$ cat config.mk
export PLATFORM = sky130hd
export DESIGN_NAME = sab_servo_status
export DESIGN_NICKNAME = d
export VERILOG_FILES = /design/src/design/sab_pkg.sv /design/src/design/sab_cmp_if.sv /design/src/design/sab_brake_timer.sv /design/src/design/sab_hyst_cmp.sv /design/src/design/sab_servo_status.sv
export SDC_FILE = /design/constraint.sdc
export NUM_CORES = 1
export LEC_CHECK = 0
export ABC_AREA = 0
export BUFFER_PORTS_ARGS = -buffer_cell sky130_fd_sc_hd__buf_2
export CAP_MARGIN = 20
export CORE_ASPECT_RATIO = 0.8
export CORE_MARGIN = 10
export CORE_UTILIZATION = 43
export CTS_BUF_LIST = sky130_fd_sc_hd__clkbuf_8 sky130_fd_sc_hd__clkbuf_16
export CTS_CLUSTER_SIZE = 28
export DETAILED_ROUTE_END_ITERATION = 16
export HOLD_SLACK_MARGIN = 0.03
export PLACE_DENSITY = 0.65
export SLEW_MARGIN = 20
export SYNTH_ARGS = -nofsm -noshare
export SYNTH_HDL_FRONTEND = slang
export SYNTH_SLANG_ARGS = --single-unit
$ cat constraint.sdc
create_clock -name CLOCK_I -period 4.4 [get_ports CLOCK_I]
set_input_delay 0.88 -clock CLOCK_I [delete_from_list [all_inputs] [get_ports CLOCK_I]]
set_output_delay 0.88 -clock CLOCK_I [all_outputs]
set_load 0.02 [all_outputs]
$ cat src/design/sab_pkg.sv
// sab_pkg: constants, types and helpers for the servo arrival/brake block
// assumes one 100 MHz clock shared by all users
package sab_pkg;

  localparam int CLK_PERIOD_NS = 10;
  localparam int NS_PER_MS = 1000000;
  localparam int CYCLES_PER_MS = (NS_PER_MS + CLK_PERIOD_NS - 1) / CLK_PERIOD_NS;

  localparam int VAL_W = 18;

  // register byte offsets
  localparam logic [7:0] OFF_TORQUE_LEVEL = 8'h00;
  localparam logic [7:0] OFF_TORQUE_HYST = 8'h04;
  localparam logic [7:0] OFF_TORQUE_POL = 8'h08;
  localparam logic [7:0] OFF_ZERO_SPEED = 8'h0C;
  localparam logic [7:0] OFF_BRAKE_DELAY = 8'h10;
  localparam logic [7:0] OFF_ENC_EXP = 8'h14;
  localparam logic [7:0] OFF_POLE_PAIRS = 8'h18;
  localparam logic [7:0] OFF_ZERO_OFFSET = 8'h1C;
  localparam logic [7:0] OFF_MAX_DUTY = 8'h20;
  localparam logic [7:0] OFF_IRQ_STATUS = 8'h24;
  localparam logic [7:0] OFF_IRQ_MASK = 8'h28;
  localparam logic [7:0] OFF_STATUS = 8'h2C;

  // reset values and legal ranges
  localparam int TORQUE_LEVEL_RST = 100;
  localparam int TORQUE_LEVEL_MIN = -300;
  localparam int TORQUE_LEVEL_MAX = 300;
  localparam int TORQUE_HYST_RST = 5;
  localparam int TORQUE_HYST_MIN = 0;
  localparam int TORQUE_HYST_MAX = 300;
  localparam int TORQUE_POL_RST = 0;
  localparam int ZERO_SPEED_RST = 5;
  localparam int ZERO_SPEED_MIN = 0;
  localparam int ZERO_SPEED_MAX = 1000;
  localparam int ZERO_SPEED_HYST_RPM = 2;
  localparam int BRAKE_DELAY_RST = 0;
  localparam int BRAKE_DELAY_MIN = 0;
  localparam int BRAKE_DELAY_MAX = 200;
  localparam int ENC_EXP_RST = 17;
  localparam int ENC_EXP_MIN = 10;
  localparam int ENC_EXP_MAX = 32;
  localparam int POLE_PAIRS_RST = 5;
  localparam int POLE_PAIRS_MIN = 1;
  localparam int POLE_PAIRS_MAX = 360;
  localparam int ZERO_OFFSET_RST = 1800;
  localparam int ZERO_OFFSET_MIN = 0;
  localparam int ZERO_OFFSET_MAX = 3600;
  localparam int MAX_DUTY_RST = 50;
  localparam int MAX_DUTY_MIN = 5;
  localparam int MAX_DUTY_MAX = 90;

  // interrupt bit positions
  localparam int IRQ_TORQUE = 0;
  localparam int IRQ_ZERO_SPEED = 1;
  localparam int IRQ_BRAKE = 2;
  localparam int IRQ_W = 3;

  localparam logic [1:0] RESP_OKAY = 2'b00;
  localparam logic [1:0] RESP_SLVERR = 2'b10;

  typedef logic signed [VAL_W-1:0] sab_val_t;
  typedef enum logic {CMP_ABOVE, CMP_BELOW} sab_cmp_mode_e;
  typedef enum logic [1:0] {BRK_HELD, BRK_WAIT, BRK_OPEN} sab_brake_e;

  // merge a strobed write into the old word, then clamp into range
  function automatic logic signed [31:0] sab_write_field(input logic signed [31:0] old,
      input logic [31:0] data, input logic [3:0] strb, input int lo, input int hi);
    logic signed [31:0] v;
    v = old;
    for (int b = 0; b < 4; b++) begin
      if (strb[b]) begin
        v[8*b +: 8] = data[8*b +: 8];
      end
    end
    if (v < lo) begin
      v = lo;
    end else if (v > hi) begin
      v = hi;
    end
    return v;
  endfunction

endpackage

$ cat src/design/sab_cmp_if.sv
// sab_cmp_if: operands and result of one hysteresis comparator
// assumes the owner drives all operands from the comparator's clock
`timescale 1ns/1ps
`default_nettype none
interface sab_cmp_if;
  import sab_pkg::*;
  sab_val_t value;
  sab_val_t thresh;
  sab_val_t hyst;
  sab_cmp_mode_e mode;
  logic flag;
  modport owner (output value, output thresh, output hyst, output mode, input flag);
  modport cmp (input value, input thresh, input hyst, input mode, output flag);
endinterface
`default_nettype wire

$ cat src/design/sab_brake_timer.sv
// sab_brake_timer: delays brake release after the drive is enabled
// assumes enable_i is synchronous; delay is sampled when enable rises
`timescale 1ns/1ps
`default_nettype none
module sab_brake_timer
  import sab_pkg::*;
#(
  parameter int CYCLES_PER_MS_P = CYCLES_PER_MS
)(
  input wire logic clk_i,
  input wire logic rst_i,
  input wire logic enable_i,
  input wire logic [7:0] delay_ms_i,
  output logic release_o
);

  localparam logic [24:0] MS_LAST = 25'(CYCLES_PER_MS_P - 1);

  sab_brake_e state_reg;
  sab_brake_e state_next;
  logic enable_d_reg;
  logic [24:0] cyc_reg;
  logic [24:0] cyc_next;
  logic [7:0] ms_left_reg;
  logic [7:0] ms_left_next;
  logic enable_rise;
  logic ms_tick;

  assign enable_rise = enable_i && !enable_d_reg;
  assign ms_tick = cyc_reg == MS_LAST;

  always_comb begin
    state_next = state_reg;
    cyc_next = cyc_reg;
    ms_left_next = ms_left_reg;
    case (state_reg)
      BRK_HELD: begin
        if (enable_rise) begin
          cyc_next = 25'h000_0000;
          ms_left_next = delay_ms_i;
          state_next = (delay_ms_i == 8'h00) ? BRK_OPEN : BRK_WAIT; // RULE6
        end
      end
      BRK_WAIT: begin
        cyc_next = ms_tick ? 25'h000_0000 : cyc_reg + 25'h000_0001;
        if (ms_tick) begin
          ms_left_next = ms_left_reg - 8'h01;
          if (ms_left_reg == 8'h01) begin
            state_next = BRK_OPEN; // RULE6
          end
        end
      end
      BRK_OPEN: state_next = BRK_OPEN;
      default: state_next = BRK_HELD;
    endcase
    if (!enable_i) begin
      state_next = BRK_HELD;
    end
  end

  always_ff @(posedge clk_i) begin
    if (rst_i) begin
      state_reg <= BRK_HELD;
      enable_d_reg <= 1'b0;
      cyc_reg <= 25'h000_0000;
      ms_left_reg <= 8'h00;
    end else begin
      state_reg <= state_next;
      enable_d_reg <= enable_i;
      cyc_reg <= cyc_next;
      ms_left_reg <= ms_left_next;
    end
  end

  assign release_o = state_reg == BRK_OPEN;

endmodule
`default_nettype wire

$ cat src/design/sab_hyst_cmp.sv
// sab_hyst_cmp: registered comparator with hysteresis, above or below mode
// assumes operands are synchronous to clk_i and non-negative thresholds
`timescale 1ns/1ps
`default_nettype none
module sab_hyst_cmp
  import sab_pkg::*;
(
  input wire logic clk_i,
  input wire logic rst_i,
  sab_cmp_if.cmp cmp
);

  logic flag_reg;
  logic flag_next;
  logic set_above;
  logic clr_above;
  logic set_below;
  logic clr_below;

  assign set_above = cmp.value > cmp.thresh;
  assign clr_above = cmp.value <= (cmp.thresh - cmp.hyst); // RULE11
  assign set_below = cmp.value < cmp.thresh;
  assign clr_below = cmp.value >= (cmp.thresh + cmp.hyst); // RULE11

  always_comb begin
    flag_next = flag_reg;
    case (cmp.mode)
      CMP_ABOVE: flag_next = flag_reg ? !clr_above : set_above;
      CMP_BELOW: flag_next = flag_reg ? !clr_below : set_below;
      default: flag_next = 1'b0;
    endcase
  end

  always_ff @(posedge clk_i) begin
    if (rst_i) begin
      flag_reg <= 1'b0;
    end else begin
      flag_reg <= flag_next;
    end
  end

  assign cmp.flag = flag_reg;

endmodule
`default_nettype wire

$ cat src/design/sab_servo_status.sv
// sab_servo_status: arrival flags, brake release delay and motor setup
// assumes torque, speed and drive state come from logic on CLOCK_I
// How it works
// RULE1: torque-reached output is high while torque exceeds the arrival level.
// RULE2: torque comparator hysteresis width is a register, 0 to 300, reset 5.
// RULE3: polarity 0 uses magnitude; polarity 1 follows the level's sign.
// RULE4: torque polarity is a single bit register, reset 0.
// RULE5: zero-speed output is high while speed is below threshold, with hysteresis.
// RULE6: after enable, brake release waits the delay register, 0 to 200 ms.
// RULE7: encoder resolution exponent register, 10 to 32, reset 17.
// RULE8: pole-pair count register, 1 to 360, reset 5.
// RULE9: zero-position offset register, 0 to 3600, reset 1800.
// RULE10: braking duty is limited to the max duty register, 5 to 90, reset 50.
// RULE11: a set flag clears only once the value backs off by the hysteresis.
//
// Our own choices: the placing of the registers and the AXI4-Lite slave port.
`timescale 1ns/1ps
`default_nettype none
module sab_servo_status
  import sab_pkg::*;
#(
  parameter int CYCLES_PER_MS_P = CYCLES_PER_MS
)(
  input wire logic CLOCK_I,
  input wire logic RESET_I,
  input wire logic signed [15:0] TORQUE_I,
  input wire logic signed [15:0] SPEED_I,
  input wire logic DRIVE_ENABLE_I,
  input wire logic BRAKING_I,
  input wire logic [6:0] BRAKE_DUTY_REQ_I,
  input wire logic [7:0] S_AXI_AWADDR,
  input wire logic S_AXI_AWVALID,
  output logic S_AXI_AWREADY,
  input wire logic [31:0] S_AXI_WDATA,
  input wire logic [3:0] S_AXI_WSTRB,
  input wire logic S_AXI_WVALID,
  output logic S_AXI_WREADY,
  output logic [1:0] S_AXI_BRESP,
  output logic S_AXI_BVALID,
  input wire logic S_AXI_BREADY,
  input wire logic [7:0] S_AXI_ARADDR,
  input wire logic S_AXI_ARVALID,
  output logic S_AXI_ARREADY,
  output logic [31:0] S_AXI_RDATA,
  output logic [1:0] S_AXI_RRESP,
  output logic S_AXI_RVALID,
  input wire logic S_AXI_RREADY,
  output logic TORQUE_REACHED_O,
  output logic ZERO_SPEED_O,
  output logic BRAKE_RELEASE_O,
  output logic [6:0] BRAKE_DUTY_O,
  output logic [5:0] ENCODER_EXPONENT_O,
  output logic [8:0] POLE_PAIR_COUNT_O,
  output logic [11:0] ZERO_OFFSET_O,
  output logic [6:0] MAX_BRAKE_DUTY_O,
  output logic IRQ_O
);

  // ---- write channel state
  logic aw_held_reg;
  logic [7:0] aw_addr_reg;
  logic w_held_reg;
  logic [31:0] wdata_reg;
  logic [3:0] wstrb_reg;
  logic bvalid_reg;
  logic [1:0] bresp_reg;
  logic aw_fire;
  logic w_fire;
  logic wr_fire;
  logic [7:0] wr_addr;
  logic wr_mapped;

  // ---- read channel state
  logic rvalid_reg;
  logic [31:0] rdata_reg;
  logic [1:0] rresp_reg;
  logic ar_fire;
  logic [7:0] rd_addr;
  logic [31:0] rd_data;
  logic rd_mapped;

  // ---- setup registers
  logic signed [15:0] arrival_torque_level_reg;
  logic [8:0] arrival_torque_hysteresis_reg;
  logic arrival_torque_polarity_reg;
  logic [9:0] zero_speed_threshold_reg;
  logic [7:0] brake_opening_delay_reg;
  logic [5:0] encoder_resolution_exponent_reg;
  logic [8:0] motor_pole_pair_count_reg;
  logic [11:0] zero_position_offset_angle_reg;
  logic [6:0] max_braking_duty_reg;
  logic [IRQ_W-1:0] irq_status_reg;
  logic [IRQ_W-1:0] irq_status_next;
  logic [IRQ_W-1:0] irq_mask_reg;

  // ---- write values after merge and clamp
  logic signed [31:0] lvl_wr;
  logic signed [31:0] hyst_wr;
  logic signed [31:0] pol_wr;
  logic signed [31:0] zsp_wr;
  logic signed [31:0] dly_wr;
  logic signed [31:0] exp_wr;
  logic signed [31:0] pp_wr;
  logic signed [31:0] off_wr;
  logic signed [31:0] duty_wr;
  logic signed [31:0] mask_wr;

  // ---- flag path
  logic torque_reached_flag;
  logic zero_speed_flag;
  logic brake_release_output;
  logic [IRQ_W-1:0] flags_now;
  logic [IRQ_W-1:0] flags_d_reg;
  logic [IRQ_W-1:0] irq_events;
  logic [IRQ_W-1:0] irq_clear;
  logic [6:0] brake_duty_reg;
  logic [6:0] brake_duty_next;

  sab_val_t tq_pos;
  sab_val_t tq_neg;
  sab_val_t lvl_pos;
  sab_val_t lvl_neg;
  sab_val_t spd_pos;
  sab_val_t spd_neg;

  sab_cmp_if torque_cmp ();
  sab_cmp_if speed_cmp ();

  // ---- AXI write: address and data taken in any order
  assign S_AXI_AWREADY = !aw_held_reg && !bvalid_reg;
  assign S_AXI_WREADY = !w_held_reg && !bvalid_reg;
  assign aw_fire = S_AXI_AWVALID && S_AXI_AWREADY;
  assign w_fire = S_AXI_WVALID && S_AXI_WREADY;
  assign wr_fire = aw_held_reg && w_held_reg && !bvalid_reg;
  assign wr_addr = {aw_addr_reg[7:2], 2'b00};
  assign wr_mapped = (wr_addr <= OFF_IRQ_MASK) && (wr_addr != OFF_IRQ_STATUS);

  always_ff @(posedge CLOCK_I) begin
    if (RESET_I) begin
      aw_held_reg <= 1'b0;
      aw_addr_reg <= 8'h00;
    end else if (aw_fire) begin
      aw_held_reg <= 1'b1;
      aw_addr_reg <= S_AXI_AWADDR;
    end else if (wr_fire) begin
      aw_held_reg <= 1'b0;
    end
  end

  always_ff @(posedge CLOCK_I) begin
    if (RESET_I) begin
      w_held_reg <= 1'b0;
      wdata_reg <= 32'h0000_0000;
      wstrb_reg <= 4'h0;
    end else if (w_fire) begin
      w_held_reg <= 1'b1;
      wdata_reg <= S_AXI_WDATA;
      wstrb_reg <= S_AXI_WSTRB;
    end else if (wr_fire) begin
      w_held_reg <= 1'b0;
    end
  end

  always_ff @(posedge CLOCK_I) begin
    if (RESET_I) begin
      bvalid_reg <= 1'b0;
      bresp_reg <= RESP_OKAY;
    end else if (wr_fire) begin
      bvalid_reg <= 1'b1;
      bresp_reg <= wr_mapped ? RESP_OKAY : RESP_SLVERR;
    end else if (S_AXI_BREADY) begin
      bvalid_reg <= 1'b0;
    end
  end

  assign S_AXI_BVALID = bvalid_reg;
  assign S_AXI_BRESP = bresp_reg;

  // ---- register writes, clamped into each legal range
  assign lvl_wr = sab_write_field(32'(arrival_torque_level_reg), wdata_reg, wstrb_reg,
      TORQUE_LEVEL_MIN, TORQUE_LEVEL_MAX);
  assign hyst_wr = sab_write_field(32'(arrival_torque_hysteresis_reg), wdata_reg,
      wstrb_reg, TORQUE_HYST_MIN, TORQUE_HYST_MAX);
  assign pol_wr = sab_write_field(32'(arrival_torque_polarity_reg), wdata_reg,
      wstrb_reg, 0, 1);
  assign zsp_wr = sab_write_field(32'(zero_speed_threshold_reg), wdata_reg,
      wstrb_reg, ZERO_SPEED_MIN, ZERO_SPEED_MAX);
  assign dly_wr = sab_write_field(32'(brake_opening_delay_reg), wdata_reg,
      wstrb_reg, BRAKE_DELAY_MIN, BRAKE_DELAY_MAX);
  assign exp_wr = sab_write_field(32'(encoder_resolution_exponent_reg), wdata_reg,
      wstrb_reg, ENC_EXP_MIN, ENC_EXP_MAX);
  assign pp_wr = sab_write_field(32'(motor_pole_pair_count_reg), wdata_reg,
      wstrb_reg, POLE_PAIRS_MIN, POLE_PAIRS_MAX);
  assign off_wr = sab_write_field(32'(zero_position_offset_angle_reg), wdata_reg,
      wstrb_reg, ZERO_OFFSET_MIN, ZERO_OFFSET_MAX);
  assign duty_wr = sab_write_field(32'(max_braking_duty_reg), wdata_reg,
      wstrb_reg, MAX_DUTY_MIN, MAX_DUTY_MAX);
  assign mask_wr = sab_write_field(32'(irq_mask_reg), wdata_reg,
      wstrb_reg, 0, 7);

  always_ff @(posedge CLOCK_I) begin
    if (RESET_I) begin
      arrival_torque_level_reg <= 16'(TORQUE_LEVEL_RST);
      arrival_torque_hysteresis_reg <= 9'(TORQUE_HYST_RST); // RULE2
      arrival_torque_polarity_reg <= 1'(TORQUE_POL_RST); // RULE4
      zero_speed_threshold_reg <= 10'(ZERO_SPEED_RST); // RULE5
      brake_opening_delay_reg <= 8'(BRAKE_DELAY_RST); // RULE6
    end else if (wr_fire) begin
      if (wr_addr == OFF_TORQUE_LEVEL) begin
        arrival_torque_level_reg <= lvl_wr[15:0];
      end
      if (wr_addr == OFF_TORQUE_HYST) begin
        arrival_torque_hysteresis_reg <= hyst_wr[8:0]; // RULE2
      end
      if (wr_addr == OFF_TORQUE_POL) begin
        arrival_torque_polarity_reg <= pol_wr[0]; // RULE4
      end
      if (wr_addr == OFF_ZERO_SPEED) begin
        zero_speed_threshold_reg <= zsp_wr[9:0]; // RULE5
      end
      if (wr_addr == OFF_BRAKE_DELAY) begin
        brake_opening_delay_reg <= dly_wr[7:0]; // RULE6
      end
    end
  end

  always_ff @(posedge CLOCK_I) begin
    if (RESET_I) begin
      encoder_resolution_exponent_reg <= 6'(ENC_EXP_RST); // RULE7
      motor_pole_pair_count_reg <= 9'(POLE_PAIRS_RST); // RULE8
      zero_position_offset_angle_reg <= 12'(ZERO_OFFSET_RST); // RULE9
      max_braking_duty_reg <= 7'(MAX_DUTY_RST); // RULE10
      irq_mask_reg <= '0;
    end else if (wr_fire) begin
      if (wr_addr == OFF_ENC_EXP) begin
        encoder_resolution_exponent_reg <= exp_wr[5:0]; // RULE7
      end
      if (wr_addr == OFF_POLE_PAIRS) begin
        motor_pole_pair_count_reg <= pp_wr[8:0]; // RULE8
      end
      if (wr_addr == OFF_ZERO_OFFSET) begin
        zero_position_offset_angle_reg <= off_wr[11:0]; // RULE9
      end
      if (wr_addr == OFF_MAX_DUTY) begin
        max_braking_duty_reg <= duty_wr[6:0]; // RULE10
      end
      if (wr_addr == OFF_IRQ_MASK) begin
        irq_mask_reg <= mask_wr[IRQ_W-1:0];
      end
    end
  end

  // ---- AXI read
  assign S_AXI_ARREADY = !rvalid_reg;
  assign ar_fire = S_AXI_ARVALID && S_AXI_ARREADY;
  assign rd_addr = {S_AXI_ARADDR[7:2], 2'b00};
  assign rd_mapped = rd_addr <= OFF_STATUS;

  always_comb begin
    rd_data = 32'h0000_0000;
    case (rd_addr)
      OFF_TORQUE_LEVEL: rd_data = 32'(arrival_torque_level_reg);
      OFF_TORQUE_HYST: rd_data = 32'(arrival_torque_hysteresis_reg);
      OFF_TORQUE_POL: rd_data = 32'(arrival_torque_polarity_reg);
      OFF_ZERO_SPEED: rd_data = 32'(zero_speed_threshold_reg);
      OFF_BRAKE_DELAY: rd_data = 32'(brake_opening_delay_reg);
      OFF_ENC_EXP: rd_data = 32'(encoder_resolution_exponent_reg);
      OFF_POLE_PAIRS: rd_data = 32'(motor_pole_pair_count_reg);
      OFF_ZERO_OFFSET: rd_data = 32'(zero_position_offset_angle_reg);
      OFF_MAX_DUTY: rd_data = 32'(max_braking_duty_reg);
      OFF_IRQ_STATUS: rd_data = 32'(irq_status_reg);
      OFF_IRQ_MASK: rd_data = 32'(irq_mask_reg);
      OFF_STATUS: rd_data = {28'h000_0000, DRIVE_ENABLE_I, flags_now};
      default: rd_data = 32'h0000_0000;
    endcase
  end

  always_ff @(posedge CLOCK_I) begin
    if (RESET_I) begin
      rvalid_reg <= 1'b0;
      rdata_reg <= 32'h0000_0000;
      rresp_reg <= RESP_OKAY;
    end else if (ar_fire) begin
      rvalid_reg <= 1'b1;
      rdata_reg <= rd_data;
      rresp_reg <= rd_mapped ? RESP_OKAY : RESP_SLVERR;
    end else if (S_AXI_RREADY) begin
      rvalid_reg <= 1'b0;
    end
  end

  assign S_AXI_RVALID = rvalid_reg;
  assign S_AXI_RDATA = rdata_reg;
  assign S_AXI_RRESP = rresp_reg;

  // ---- torque comparator operands
  assign tq_pos = VAL_W'(TORQUE_I);
  assign tq_neg = -tq_pos;
  assign lvl_pos = VAL_W'(arrival_torque_level_reg);
  assign lvl_neg = -lvl_pos;

  always_comb begin
    torque_cmp.mode = CMP_ABOVE; // RULE1
    torque_cmp.hyst = VAL_W'({1'b0, arrival_torque_hysteresis_reg}); // RULE2
    torque_cmp.thresh = lvl_pos[VAL_W-1] ? lvl_neg : lvl_pos;
    if (!arrival_torque_polarity_reg) begin
      torque_cmp.value = tq_pos[VAL_W-1] ? tq_neg : tq_pos; // RULE3
    end else begin
      torque_cmp.value = lvl_pos[VAL_W-1] ? tq_neg : tq_pos; // RULE3
    end
  end

  // ---- zero-speed comparator operands
  assign spd_pos = VAL_W'(SPEED_I);
  assign spd_neg = -spd_pos;
  assign speed_cmp.mode = CMP_BELOW; // RULE5
  assign speed_cmp.value = spd_pos[VAL_W-1] ? spd_neg : spd_pos;
  assign speed_cmp.thresh = VAL_W'({1'b0, zero_speed_threshold_reg});
  assign speed_cmp.hyst = VAL_W'(ZERO_SPEED_HYST_RPM);

  sab_hyst_cmp u_torque_cmp (
    .clk_i(CLOCK_I),
    .rst_i(RESET_I),
    .cmp(torque_cmp.cmp)
  );

  sab_hyst_cmp u_speed_cmp (
    .clk_i(CLOCK_I),
    .rst_i(RESET_I),
    .cmp(speed_cmp.cmp)
  );

  assign torque_reached_flag = torque_cmp.flag; // RULE1
  assign zero_speed_flag = speed_cmp.flag; // RULE5

  sab_brake_timer #(
    .CYCLES_PER_MS_P(CYCLES_PER_MS_P)
  ) u_brake_timer (
    .clk_i(CLOCK_I),
    .rst_i(RESET_I),
    .enable_i(DRIVE_ENABLE_I),
    .delay_ms_i(brake_opening_delay_reg),
    .release_o(brake_release_output)
  );

  // ---- braking duty limit
  assign brake_duty_next = !BRAKING_I ? 7'h00 :
      (BRAKE_DUTY_REQ_I > max_braking_duty_reg) ? max_braking_duty_reg :
      BRAKE_DUTY_REQ_I; // RULE10

  always_ff @(posedge CLOCK_I) begin
    if (RESET_I) begin
      brake_duty_reg <= 7'h00;
    end else begin
      brake_duty_reg <= brake_duty_next;
    end
  end

  // ---- interrupts: rising flags set sticky bits, a status read clears
  assign flags_now = {brake_release_output, zero_speed_flag, torque_reached_flag};
  assign irq_events = flags_now & ~flags_d_reg;
  assign irq_clear = (ar_fire && rd_addr == OFF_IRQ_STATUS) ? {IRQ_W{1'b1}} : '0;
  assign irq_status_next = (irq_status_reg & ~irq_clear) | irq_events;

  always_ff @(posedge CLOCK_I) begin
    if (RESET_I) begin
      flags_d_reg <= '0;
      irq_status_reg <= '0;
    end else begin
      flags_d_reg <= flags_now;
      irq_status_reg <= irq_status_next;
    end
  end

  assign IRQ_O = |(irq_status_reg & irq_mask_reg);

  // ---- outputs
  assign TORQUE_REACHED_O = torque_reached_flag;
  assign ZERO_SPEED_O = zero_speed_flag;
  assign BRAKE_RELEASE_O = brake_release_output;
  assign BRAKE_DUTY_O = brake_duty_reg;
  assign ENCODER_EXPONENT_O = encoder_resolution_exponent_reg;
  assign POLE_PAIR_COUNT_O = motor_pole_pair_count_reg;
  assign ZERO_OFFSET_O = zero_position_offset_angle_reg;
  assign MAX_BRAKE_DUTY_O = max_braking_duty_reg;

endmodule
`default_nettype wire

==> Word-level counts from Yosys, hierarchy flattened <==
Index checks and enable logic that the tools add are counted.
{ "totals": {"word_cells": 211, "ff_bits": 216, "in_bits": 100, "out_inout_bits": 86} }
{ "op_classes": {"n_eq_ne": 28, "n_reduce_logical": 42, "magnitude_cmp": 27, "n_bitwise": 8, "n_addsub": 7, "n_mux": 70} }
{ "op_table": {"columns": ["operator", "count"], "rows": [
  ["32-bit case mux with 12 select lines", 1],
  ["32-bit by 1-bit less-than comparator with 1-bit output, second input constant", 6],
  ["8-bit 2-to-1 mux", 24],
  ["32-bit by 10-bit greater-than comparator with 1-bit output, second input constant", 3],
  ["18-bit 2-to-1 mux", 5],
  ["16-bit negation with 18-bit output", 3],
  ["25-bit 2-to-1 mux", 2],
  ["25-bit case mux with 2 select lines", 1],
  ["6-bit by 3-bit equality test with 1-bit output, second input constant", 8],
  ["6-bit by 4-bit equality test with 1-bit output, second input constant", 6],
  ["9-bit 2-to-1 mux", 4],
  ["32-bit by 11-bit greater-than comparator with 1-bit output, second input constant", 1],
  ["32-bit by 13-bit greater-than comparator with 1-bit output, second input constant", 1],
  ["32-bit by 2-bit greater-than comparator with 1-bit output, second input constant", 1],
  ["32-bit by 4-bit greater-than comparator with 1-bit output, second input constant", 1],
  ["32-bit by 7-bit greater-than comparator with 1-bit output, second input constant", 1],
  ["32-bit by 8-bit greater-than comparator with 1-bit output, second input constant", 1],
  ["32-bit by 9-bit greater-than comparator with 1-bit output, second input constant", 1],
  ["32-bit by 10-bit less-than comparator with 1-bit output, second input constant", 1],
  ["32-bit by 2-bit less-than comparator with 1-bit output, second input constant", 1],
  ["32-bit by 4-bit less-than comparator with 1-bit output, second input constant", 1],
  ["32-bit by 5-bit less-than comparator with 1-bit output, second input constant", 1],
  ["16-bit 2-to-1 mux", 2],
  ["25-bit by 1-bit adder with 25-bit output, second input constant", 1],
  ["other kinds (39)", 105]
]} }

==> Logic depth before layout (Yosys ltp) <==
Gate-level depths: netlist (run 1).
{ "depth": {"ltp_word": 7, "mapped_depth": 20, "depth_no_buf": 20} }

==> Modules after synthesis <==
From an unflattened synthesis (run 1), not the netlist that was laid out.
{ "hier_totals": {"hier_cells": 2206, "area_unflattened_um2": 17382.9} }
{ "modules_own_cells": {"columns": ["module", "n_inst", "area_each_um2", "cells_each"], "rows": [
  ["sab_servo_status", 1, 9372.7, 1179],
  ["sab_hyst_cmp (u_torque_cmp)", 1, 3009.1, 389],
  ["sab_hyst_cmp (u_speed_cmp)", 1, 2930.3, 390],
  ["sab_brake_timer", 1, 2070.7, 248]
]} }

==> Least setup slack after synthesis (run 1) <==
Ideal clock, no wire load.
{ "synth_path": {"kind": "flip-flop to flip-flop", "startpoint": "reg arrival_torque_level_reg[15]", "endpoint": "reg u_torque_cmp.flag_reg (netlist: u_torque_cmp.cmp.flag)", "n_path_buf": 3, "setup_ns": 0.117, "arrival_time_ns": 4.257, "stages_incl_launch_ff": 20, "t_required_ns": 4.283, "setup_slack_ns": 0.025, "path_cell_list": "dfxtp_1 > clkbuf_1 > clkbuf_1 > clkbuf_1 > o21ai_0 > fa_1 > a21oi_1 > o21ai_0 > o311a_1 > o21a_1 > o21ai_0 > nand3b_1 > xnor2_1 > ha_1 > a21o_1 > a21oi_1 > nor2_1 > a211oi_1 > o21ai_0 > a32o_1"} }
{ "synth_via": {"elab_chain_len": 6} }
{ "synth_rtl": {"columns": ["element", "line_no", "source"], "rows": [
  ["start, declared", "sab_servo_status.sv:83", "logic signed [15:0] arrival_torque_level_reg;"],
  ["start signal, assigned", "sab_servo_status.sv:203", "arrival_torque_level_reg <= 16'(TORQUE_LEVEL_RST);"],
  ["start signal, assigned", "sab_servo_status.sv:210", "arrival_torque_level_reg <= lvl_wr[15:0];"],
  ["16-bit negation with 18-bit output", "sab_servo_status.sv:300", "assign lvl_neg = -lvl_pos;"],
  ["18-bit 2-to-1 mux", "sab_servo_status.sv:305", "torque_cmp.thresh = lvl_pos[VAL_W-1] ? lvl_neg : lvl_pos;"],
  ["18-bit by 10-bit subtractor with 18-bit output", "sab_hyst_cmp.sv:21", "assign clr_above = cmp.value <= (cmp.thresh - cmp.hyst);"],
  ["18-bit <= comparator", "sab_hyst_cmp.sv:21", null],
  ["1-bit zero test", "sab_hyst_cmp.sv:28", "CMP_ABOVE: flag_next = flag_reg ? !clr_above : set_above;"],
  ["1-bit 2-to-1 mux (*)", "sab_hyst_cmp.sv:28", null],
  ["end signal, assigned", "sab_hyst_cmp.sv:38", "flag_reg <= flag_next;"],
  ["end, declared", "sab_hyst_cmp.sv:13", "logic flag_reg;"]
]} }
Every way passes the cells marked *; elsewhere a longest branch is shown, timed or not.
A chain may end at the register's enable or synchronous reset.

==> Final worst setup path (run 1) <==
{ "layout_path": {"startpoint": "reg arrival_torque_level_reg[0]", "endpoint": "reg u_torque_cmp.flag_reg (netlist: u_torque_cmp.cmp.flag)"} }
{ "layout_via": {"elab_chain_len": 6} }
{ "layout_rtl": {"columns": ["element", "line_no"], "rows": [
  ["16-bit negation with 18-bit output", "sab_servo_status.sv:300"],
  ["18-bit 2-to-1 mux (*)", "sab_servo_status.sv:305"],
  ["18-bit by 10-bit subtractor with 18-bit output", "sab_hyst_cmp.sv:21"],
  ["18-bit <= comparator", "sab_hyst_cmp.sv:21"],
  ["1-bit zero test", "sab_hyst_cmp.sv:28"],
  ["1-bit 2-to-1 mux (*)", "sab_hyst_cmp.sv:28"]
]} }
Marks and branches as above.

==> results of run 1 <==
-- synth_stat cells (all sizes together) (9+ instances only) --
library cell / count / share of area
or2: 9 / 0.0043
mux2: 9 / 0.0077
a31oi: 15 / 0.0072
nor2b: 14 / 0.0067
xnor2: 47 / 0.031
and2: 11 / 0.0053
nand2: 201 / 0.058
xor2: 24 / 0.016
or3: 21 / 0.011
a221oi: 9 / 0.0060
a21o: 19 / 0.011
o31ai: 22 / 0.013
o21ai: 96 / 0.037
a21oi: 133 / 0.051
a211oi: 17 / 0.0097
mux2i: 27 / 0.021
nand3: 46 / 0.018
or4: 12 / 0.0077
nor4: 17 / 0.0081
nand3b: 12 / 0.0069
nor3: 43 / 0.017
buf: 33 / 0.016
nor2: 145 / 0.042
a22oi: 24 / 0.014
a32oi: 9 / 0.0060
and3: 9 / 0.0043
clkbuf: 67 / 0.019
ha: 85 / 0.081
inv: 91 / 0.026
dfxtp: 196 / 0.30
nand4: 30 / 0.014
o22ai: 19 / 0.0091
nand2b: 26 / 0.012
-- area by class of cell --
cell class	count	area (um^2)	area share
Multi-Input combinational cell	1290	8388	0.5643
Sequential cell	196	3928	0.2642
Tap cell	413	516.7	0.03476
Clock inverter	13	158.9	0.01069
Inverter	93	349.1	0.02348
Timing Repair Buffer	204	1086	0.07306
Clock buffer	18	439.2	0.02954
-- routing by layer --
layer,up-vias,global-route usage
met5,-,0
met4,0,0.05476
met2,642,0.3376
met1,6069,0.3232
li1,6352,-
met3,52,0.05764
-- where the power goes --
part | internal (mW) | total, mW | switching [mW]
Sequential | 1.82 | 1.90 | 0.0787
Clock | 0.910 | 1.66 | 0.749
Combinational | 0.322 | 0.837 | 0.515
Total | 3.05 | 4.40 | 1.34
-- cell usage in the layout (no fill, tap or decap), types with 19 or more instances in the layout --
cell,instances
a21o_1,19
a21oi_1,132
a22oi_1,24
buf_2,178
buf_4,26
dfxtp_1,193
ha_1,85
inv_1,92
mux2i_1,27
nand2_1,199
nand2b_1,26
nand3_1,46
nand4_1,30
nor2_1,145
nor3_1,41
o21ai_0,88
o22ai_1,19
o31ai_1,21
xnor2_1,47
xor2_1,24
-- final timing paths --
| kind | to | depth (start not counted) |
|---|---|---|
| worst max-delay path | u_torque_cmp.cmp.flag | 17 |
| worst min register to register | irq_status_reg[0] | 1 |
| worst min-delay path | irq_status_reg[0] | 1 |
| worst max register to register | u_torque_cmp.cmp.flag | 17 |
-- what timing repair did --
item / CTS / global route
buffers inserted: 0 / 0
gates resized for setup: 0 / 5
setup endpoints to repair: 0 / 1
-- through the flow --
stage               hold slack [ns]  utilization  area (um^2)  worst slack, ns  std cells
CTS                          0.4310       0.4924        14860          0.09423       2227
floorplan                    0.3999            -        13100          0.02535       1679
global route                 0.4732       0.4928        14870          0.01854       2227
detailed placement           0.4118       0.4726        14260          0.05167       2196
finish                       0.4278       0.4928        14870           0.3592       2227
global placement             0.4149       0.4725        14250          0.07304       2196
-- logic make-up (layout without fill, tap and decap cells) --
logic type      count (synthesis)  count (layout)
simple gates                  618             618
compound gates                466             466
flops                         196             196
buf+inv                       193             328
fa+ha+maj                      87              87
xor+xnor                       71              71
mux                            44              44
other cells                     2               4
-- worst max-delay path, cell delays in order, from the launching register on --
cell and delay [ns]:
dfxtp_2 0.35, or4_4 0.58, o21ai_0 0.21, xnor2_1 0.12, ha_1 0.25, or3_1 0.32
o2111a_1 0.26, o21a_1 0.16, o21ai_0 0.15, buf_4 0.16, nand3_1 0.09, xnor2_1 0.16
ha_1 0.30, nand4_1 0.13, inv_1 0.07, nand4_1 0.11, o31a_1 0.30, a32o_1 0.20
==> metrics.md, run 1 <==
| Metric | Value |
|---|---|
| R2R Setup Slk | approximately 0.36 ns |
| Seq cells post-synth | 196 |
| Tot GR Track Use | 0.2277 |
| Setup total negative slack | 0 ns |
| CTS HTree Levels | 4 |
| Metal2 WL | 18930 um |
| Worst hold-check path type | flop to flop |
| Antenna violations before repair | 1 |
| WS Path Type | flop to flop |
| Starting Density | 0.4340 |
| Top-Level Pins | 186 |
| Area Growth Syn to Fin | 13.54% |
| Final period utilization | 0.9184 |
| Hold Vio Cnt, Final | 0 |
| Setup crit start | arrival_torque_level_reg[0] |
| Worst r2r src | arrival_torque_level_reg[0] |
| CTS root buffer | clkbuf_16 |
| Initial DRC count | between 1k and 1.5k |
| Leak Pwr | 6.016 nW |
| Max_slew headroom | 0.3124 |
| DR DRC count | 0 |
| Row cnt | 57 |
| Die ar. | 37870 um^2 |
| RSZ-0062 raised after global routing | false |
| Critical Path Sink Type | flop |
| Worst-path fanout max | 5 |
| Max reg flops | 32 |
| # diodes | 0 |
| Count of input and output buffers | between 150 and 200 |
| Die height | 176.1 um |
| DR vias/cell | 5.889 |
| Share of post-route cells with drive strength above 1 | 0.1599 |
| Max frequency | 247.5 MHz |
| WL met3 | 4286 um |
| GPL Wtd Cong | 0.9686 |
| Final setup fails | 0 |
| TritonCTS buffer count | 17 |
| Asr flop ratio synth | 0 |
| CP Data Arrival Time | 4.39 ns |
| Nets@finish | 1988 |
| Post-Syn Instances | 1677 |
| Post-synthesis mux area share | 0.04214 |
| DRT Pass-1 Iters | 5 |
| Post-synthesis simple-gate area fraction | 0.2294 |
| Mapped Avg Cell Area | 7.807 um^2 |
| CTS sink cnt | 196 |
| Post-Route WL | 44980 um |
| Largest family of logic cells by synthesized area | compound AO/OA/AOI/OAI gates |
| Clock Skew | 0.01168 ns |
| Number of global-route vias before repair | 12.09k |
| YS warnings | 0 |
| Maximum clock insertion buffer count | 2 |
| Netlist cell types | 87 |
| Grt ovf | 0 |
| Tot Pwr | 4.397 mW |
| Peak VDD IR | ~230 uV |
| Pin count of the biggest net entering global routing | 78 |
| Seq/Total Area, Yosys | 0.2997 |
| Routed len/inst | 20.20 um |
| Area share of fa/ha/maj cells after synthesis | 0.08352 |
| CORE AREA | slightly above 30000 um^2 |
| Clk pin slew, worst setup/hold paths | approximately 0.08 ns |
| Synth Flop Type | dfxtp_1 |
| Fin. max-slew vios | 0 |
| Compound-gate portion of the synthesized area | 0.2358 |
| Final antenna-violating net count | 0 |
| Uppermost routed layer | met4 |
| CTS Hold Bufs | 0 |
| Syn Std Cell Area | around 13000 um^2 |
| Post-Synth XOR/XNOR Area | 0.04750 |
| Post-DP HPWL | 34590 um |
| DRT met1 WL | 21050 um |
| Req. time, crit path | ~4.8 ns |
| Post-synth EDFFs | 0 |
| Routed vias | 13.12k |
| First-pass GRT wire length | 69680 um |
| Worst-Margin Slew | between 1 and 1.5 ns |
| Post-layout min period | between 4 and 5 ns |
| Die width | 215.1 um |
| CTS tree | done |
| Worst-Skew Late Latency | ~0.45 ns |
| Worst setup SP type | flop |
| FILL cells | 3038 |
| Max-capacitance violation count | 0 |
| Pwr per Cell Area | approximately 300 nW/um^2 |
| Worst hold start | flags_d_reg[0] |
| Status | finished, final reports clean |
Note: power is estimated with default switching activity, not from simulation.
==> run 2: changes to the inputs <==
- CORE_MARGIN: 10 -> 2
==> run 2 against run 1 <==
Against the previous run: clock-buffer cell count increased by 1; non-clock buffer count up 4; global-route usage grew 4.7 points; die area shrank 16%; cell count increased by 0.22%; final area is essentially flat; worst hold slack gained 0.029 ns; via count up 0.93%; sequential power is essentially flat; critical path type unchanged; largest power group unchanged.
==> metrics.md, run 2 (synthesis gave the netlist of run 1 again) <==
| Metric | Value |
|---|---|
| Status | finished, final reports clean |
| Row cnt | 57 (unchanged) |
| Worst-Skew Late Latency | 0.46 ns (about the same) |
| Worst hold start | flags_d_reg[0] |
| Max_slew headroom | 0.2367 (-0.07568) |
| Area Growth Syn to Fin | 13.61% (about the same) |
| Count of input and output buffers | 179 (unchanged) |
| Final Util | 0.4931 (about the same) |
| Final antenna-violating net count | 0 (unchanged) |
| Worst setup SP type | flop |
| CTS HTree Levels | 4 (unchanged) |
| CTS tree | done |
| CORE AREA | 30170 um^2 (unchanged) |
| Tot Pwr | 4.231 mW (-3.8%) |
| Peak VDD IR | 305.3 uV (+33%) |
| Die width | 199.1 um (-7.4%) |
| Critical Path Sink Type | flop |
| Pwr per Cell Area | 284.5 nW/um^2 (-3.8%) |
| Grt ovf | 0 (unchanged) |
| Commonest non-fill, non-tap cell in the layout | nand2_1 |
| R2r endpoint | u_torque_cmp.cmp.flag |
| CTS root buffer | clkbuf_16 |
| Worst r2r src | arrival_torque_level_reg[0] |
| Worst-Margin Slew | 1.134 ns (+0.1053 ns) |
| Worst hold-check path type | flop to flop |
| Leak Pwr | 6.001 nW (-0.24%) |
| Worst-path fanout max | 5 (unchanged) |
| Clock Skew | 0.01609 ns (+0.004408 ns) |
| Post-layout min period | 4.159 ns (+0.1187 ns) |
| Fin. max-slew vios | 0 (unchanged) |
| Starting Density | 0.4340 (unchanged) |
| DRT Pass-1 Iters | 6 (+1) |
| RSZ-0062 raised after global routing | false |
| Number of global-route vias before repair | 12.03k (-0.48%) |
| Tot GR Track Use | 0.2747 (+0.04696) |
| Routed len/inst | 19.61 um (-2.9%) |
| DR DRC count | 0 (unchanged) |
| Post-DP HPWL | 33400 um (-3.4%) |
| Hold path endpoint | irq_status_reg[0] |
| Pin count of the biggest net entering global routing | 67 (-14%) |
| CP Data Arrival Time | 4.51 ns (+0.12 ns) |
| Max frequency | 240.4 MHz (-2.9%) |
| Share of post-route cells with drive strength above 1 | 0.1646 (+0.004689) |
| Initial DRC count | 1364 (+1.5%) |
| Hold Vio Cnt, Final | 0 (unchanged) |
| Routed vias | 13.24k (+0.93%) |
| Final period utilization | 0.9453 (+0.02697) |
| Post-CTS setup repair buffer count | 0 (unchanged) |
| WS Path Type | flop to flop |
| Die height | 160.1 um (-9.1%) |
| Post-Route WL | 43760 um (-2.7%) |
| GPL Wtd Cong | 0.9457 (-2.4%) |
| DR vias/cell | 5.931 (+0.70%) |
| Max-capacitance violation count | 0 (unchanged) |
| Clk pin slew, worst setup/hold paths | 0.07 ns (about the same) |
| First-pass GRT wire length | 68350 um (-1.9%) |
| Maximum clock insertion buffer count | 2 (unchanged) |
| Antenna violations before repair | 2 (+1) |
| CTS Hold Bufs | 0 (unchanged) |
| Nets@finish | 1992 (+0.20%) |
| Hold path depth | 1 (unchanged) |
| CTS sink cnt | 196 (unchanged) |
| Final setup fails | 0 (unchanged) |
| Max reg flops | 32 (unchanged) |
| Top-Level Pins | 186 (unchanged) |
| TritonCTS buffer count | 17 (unchanged) |
| Die ar. | 31870 um^2 (-16%) |
| Setup total negative slack | 0 ns (unchanged) |
| Req. time, crit path | 4.75 ns (about the same) |
| R2R Setup Slk | 0.24 ns (-0.12 ns) |
| Most frequent cells in the layout | nand2_1, dfxtp_1, buf_2 |
| R2R cell count | 18 (+1) |
==> run 2: layer usage <==
layer / GRT usage / share of wire / routed length (um)
met3: 0.08004 / 0.10 / 4547
met5: 0 / 0 / 0
met2: 0.3902 / 0.42 / 18200
met1: 0.4022 / 0.46 / 20180
met4: 0.06920 / 0.019 / 829
==> run 2: what timing repair did <==
| action | CTS | global route |
|---|---|---|
| hold endpoints to repair | 0 | 0 |
| resized for setup | 0 | 12 |
| endpoints found under the setup margin | 0 | 1 |
==> run 2: worst max-delay path by stage <==
stage / startpoint / end / slack, ns / cells after the start
after floorplan: arrival_torque_level_reg[15] / u_torque_cmp.cmp.flag / 0.03 / 19
after global placement: TORQUE_I[3] / u_torque_cmp.cmp.flag / 0.1 / 15
after detailed placement: TORQUE_I[3] / u_torque_cmp.cmp.flag / 0.03 / 15
after CTS: arrival_torque_level_reg[1] / u_torque_cmp.cmp.flag / 0.14 / 19
after global routing: arrival_torque_level_reg[0] / u_torque_cmp.cmp.flag / 0.01 / 19
final: arrival_torque_level_reg[0] / u_torque_cmp.cmp.flag / 0.24 / 18
==> run 2: stage by stage <==
step	instances	worst slack, ns	hold slack [ns]	cell area, um^2
5_1_grt	2231	0.01183	0.4771	14870
3_5_place_dp	2200	0.03397	0.4363	14290
4_1_cts	2230	0.1388	0.4639	14830
3_3_place_gp	2200	0.09975	0.4149	14290
6_report	2232	0.2406	0.4563	14870
2_1_floorplan	1679	0.02535	0.3999	13100
==> run 2: critical path, cell delays in order, from the launching register on <==
cell and delay [ns]:
dfxtp_1 0.35, buf_4 0.16, or4_4 0.57, o21ai_2 0.15, xnor2_1 0.10, ha_1 0.23, or3_1 0.34, o2111a_1 0.26
o21a_1 0.17, o21ai_0 0.18, buf_4 0.18, nand3_1 0.09, xnor2_1 0.16, ha_1 0.30, nand4_1 0.13, inv_1 0.08
nand4_1 0.11, o31a_1 0.31, a32o_1 0.21
==> run 2: power breakdown <==
part | leakage, nW | total, mW | internal (mW) | switching, mW
Clock | 0.269 | 1.47 | 0.750 | 0.724
Combinational | 4.14 | 0.860 | 0.332 | 0.528
Sequential | 1.59 | 1.90 | 1.82 | 0.0745
==> run 2: cell type report <==
| cell class | count | area (um^2) |
|---|---|---|
| diodes | 2 | 5.005 |
| clock buffers | 19 | 452.9 |
| clock inverters | 11 | 86.33 |
| fillers | 2969 | 15290 |
| inverters | 93 | 349.1 |
| multi-input cells | 1290 | 8422 |
| flip-flops and latches | 196 | 3926 |
| well taps | 413 | 516.7 |
| repair buffers | 208 | 1116 |
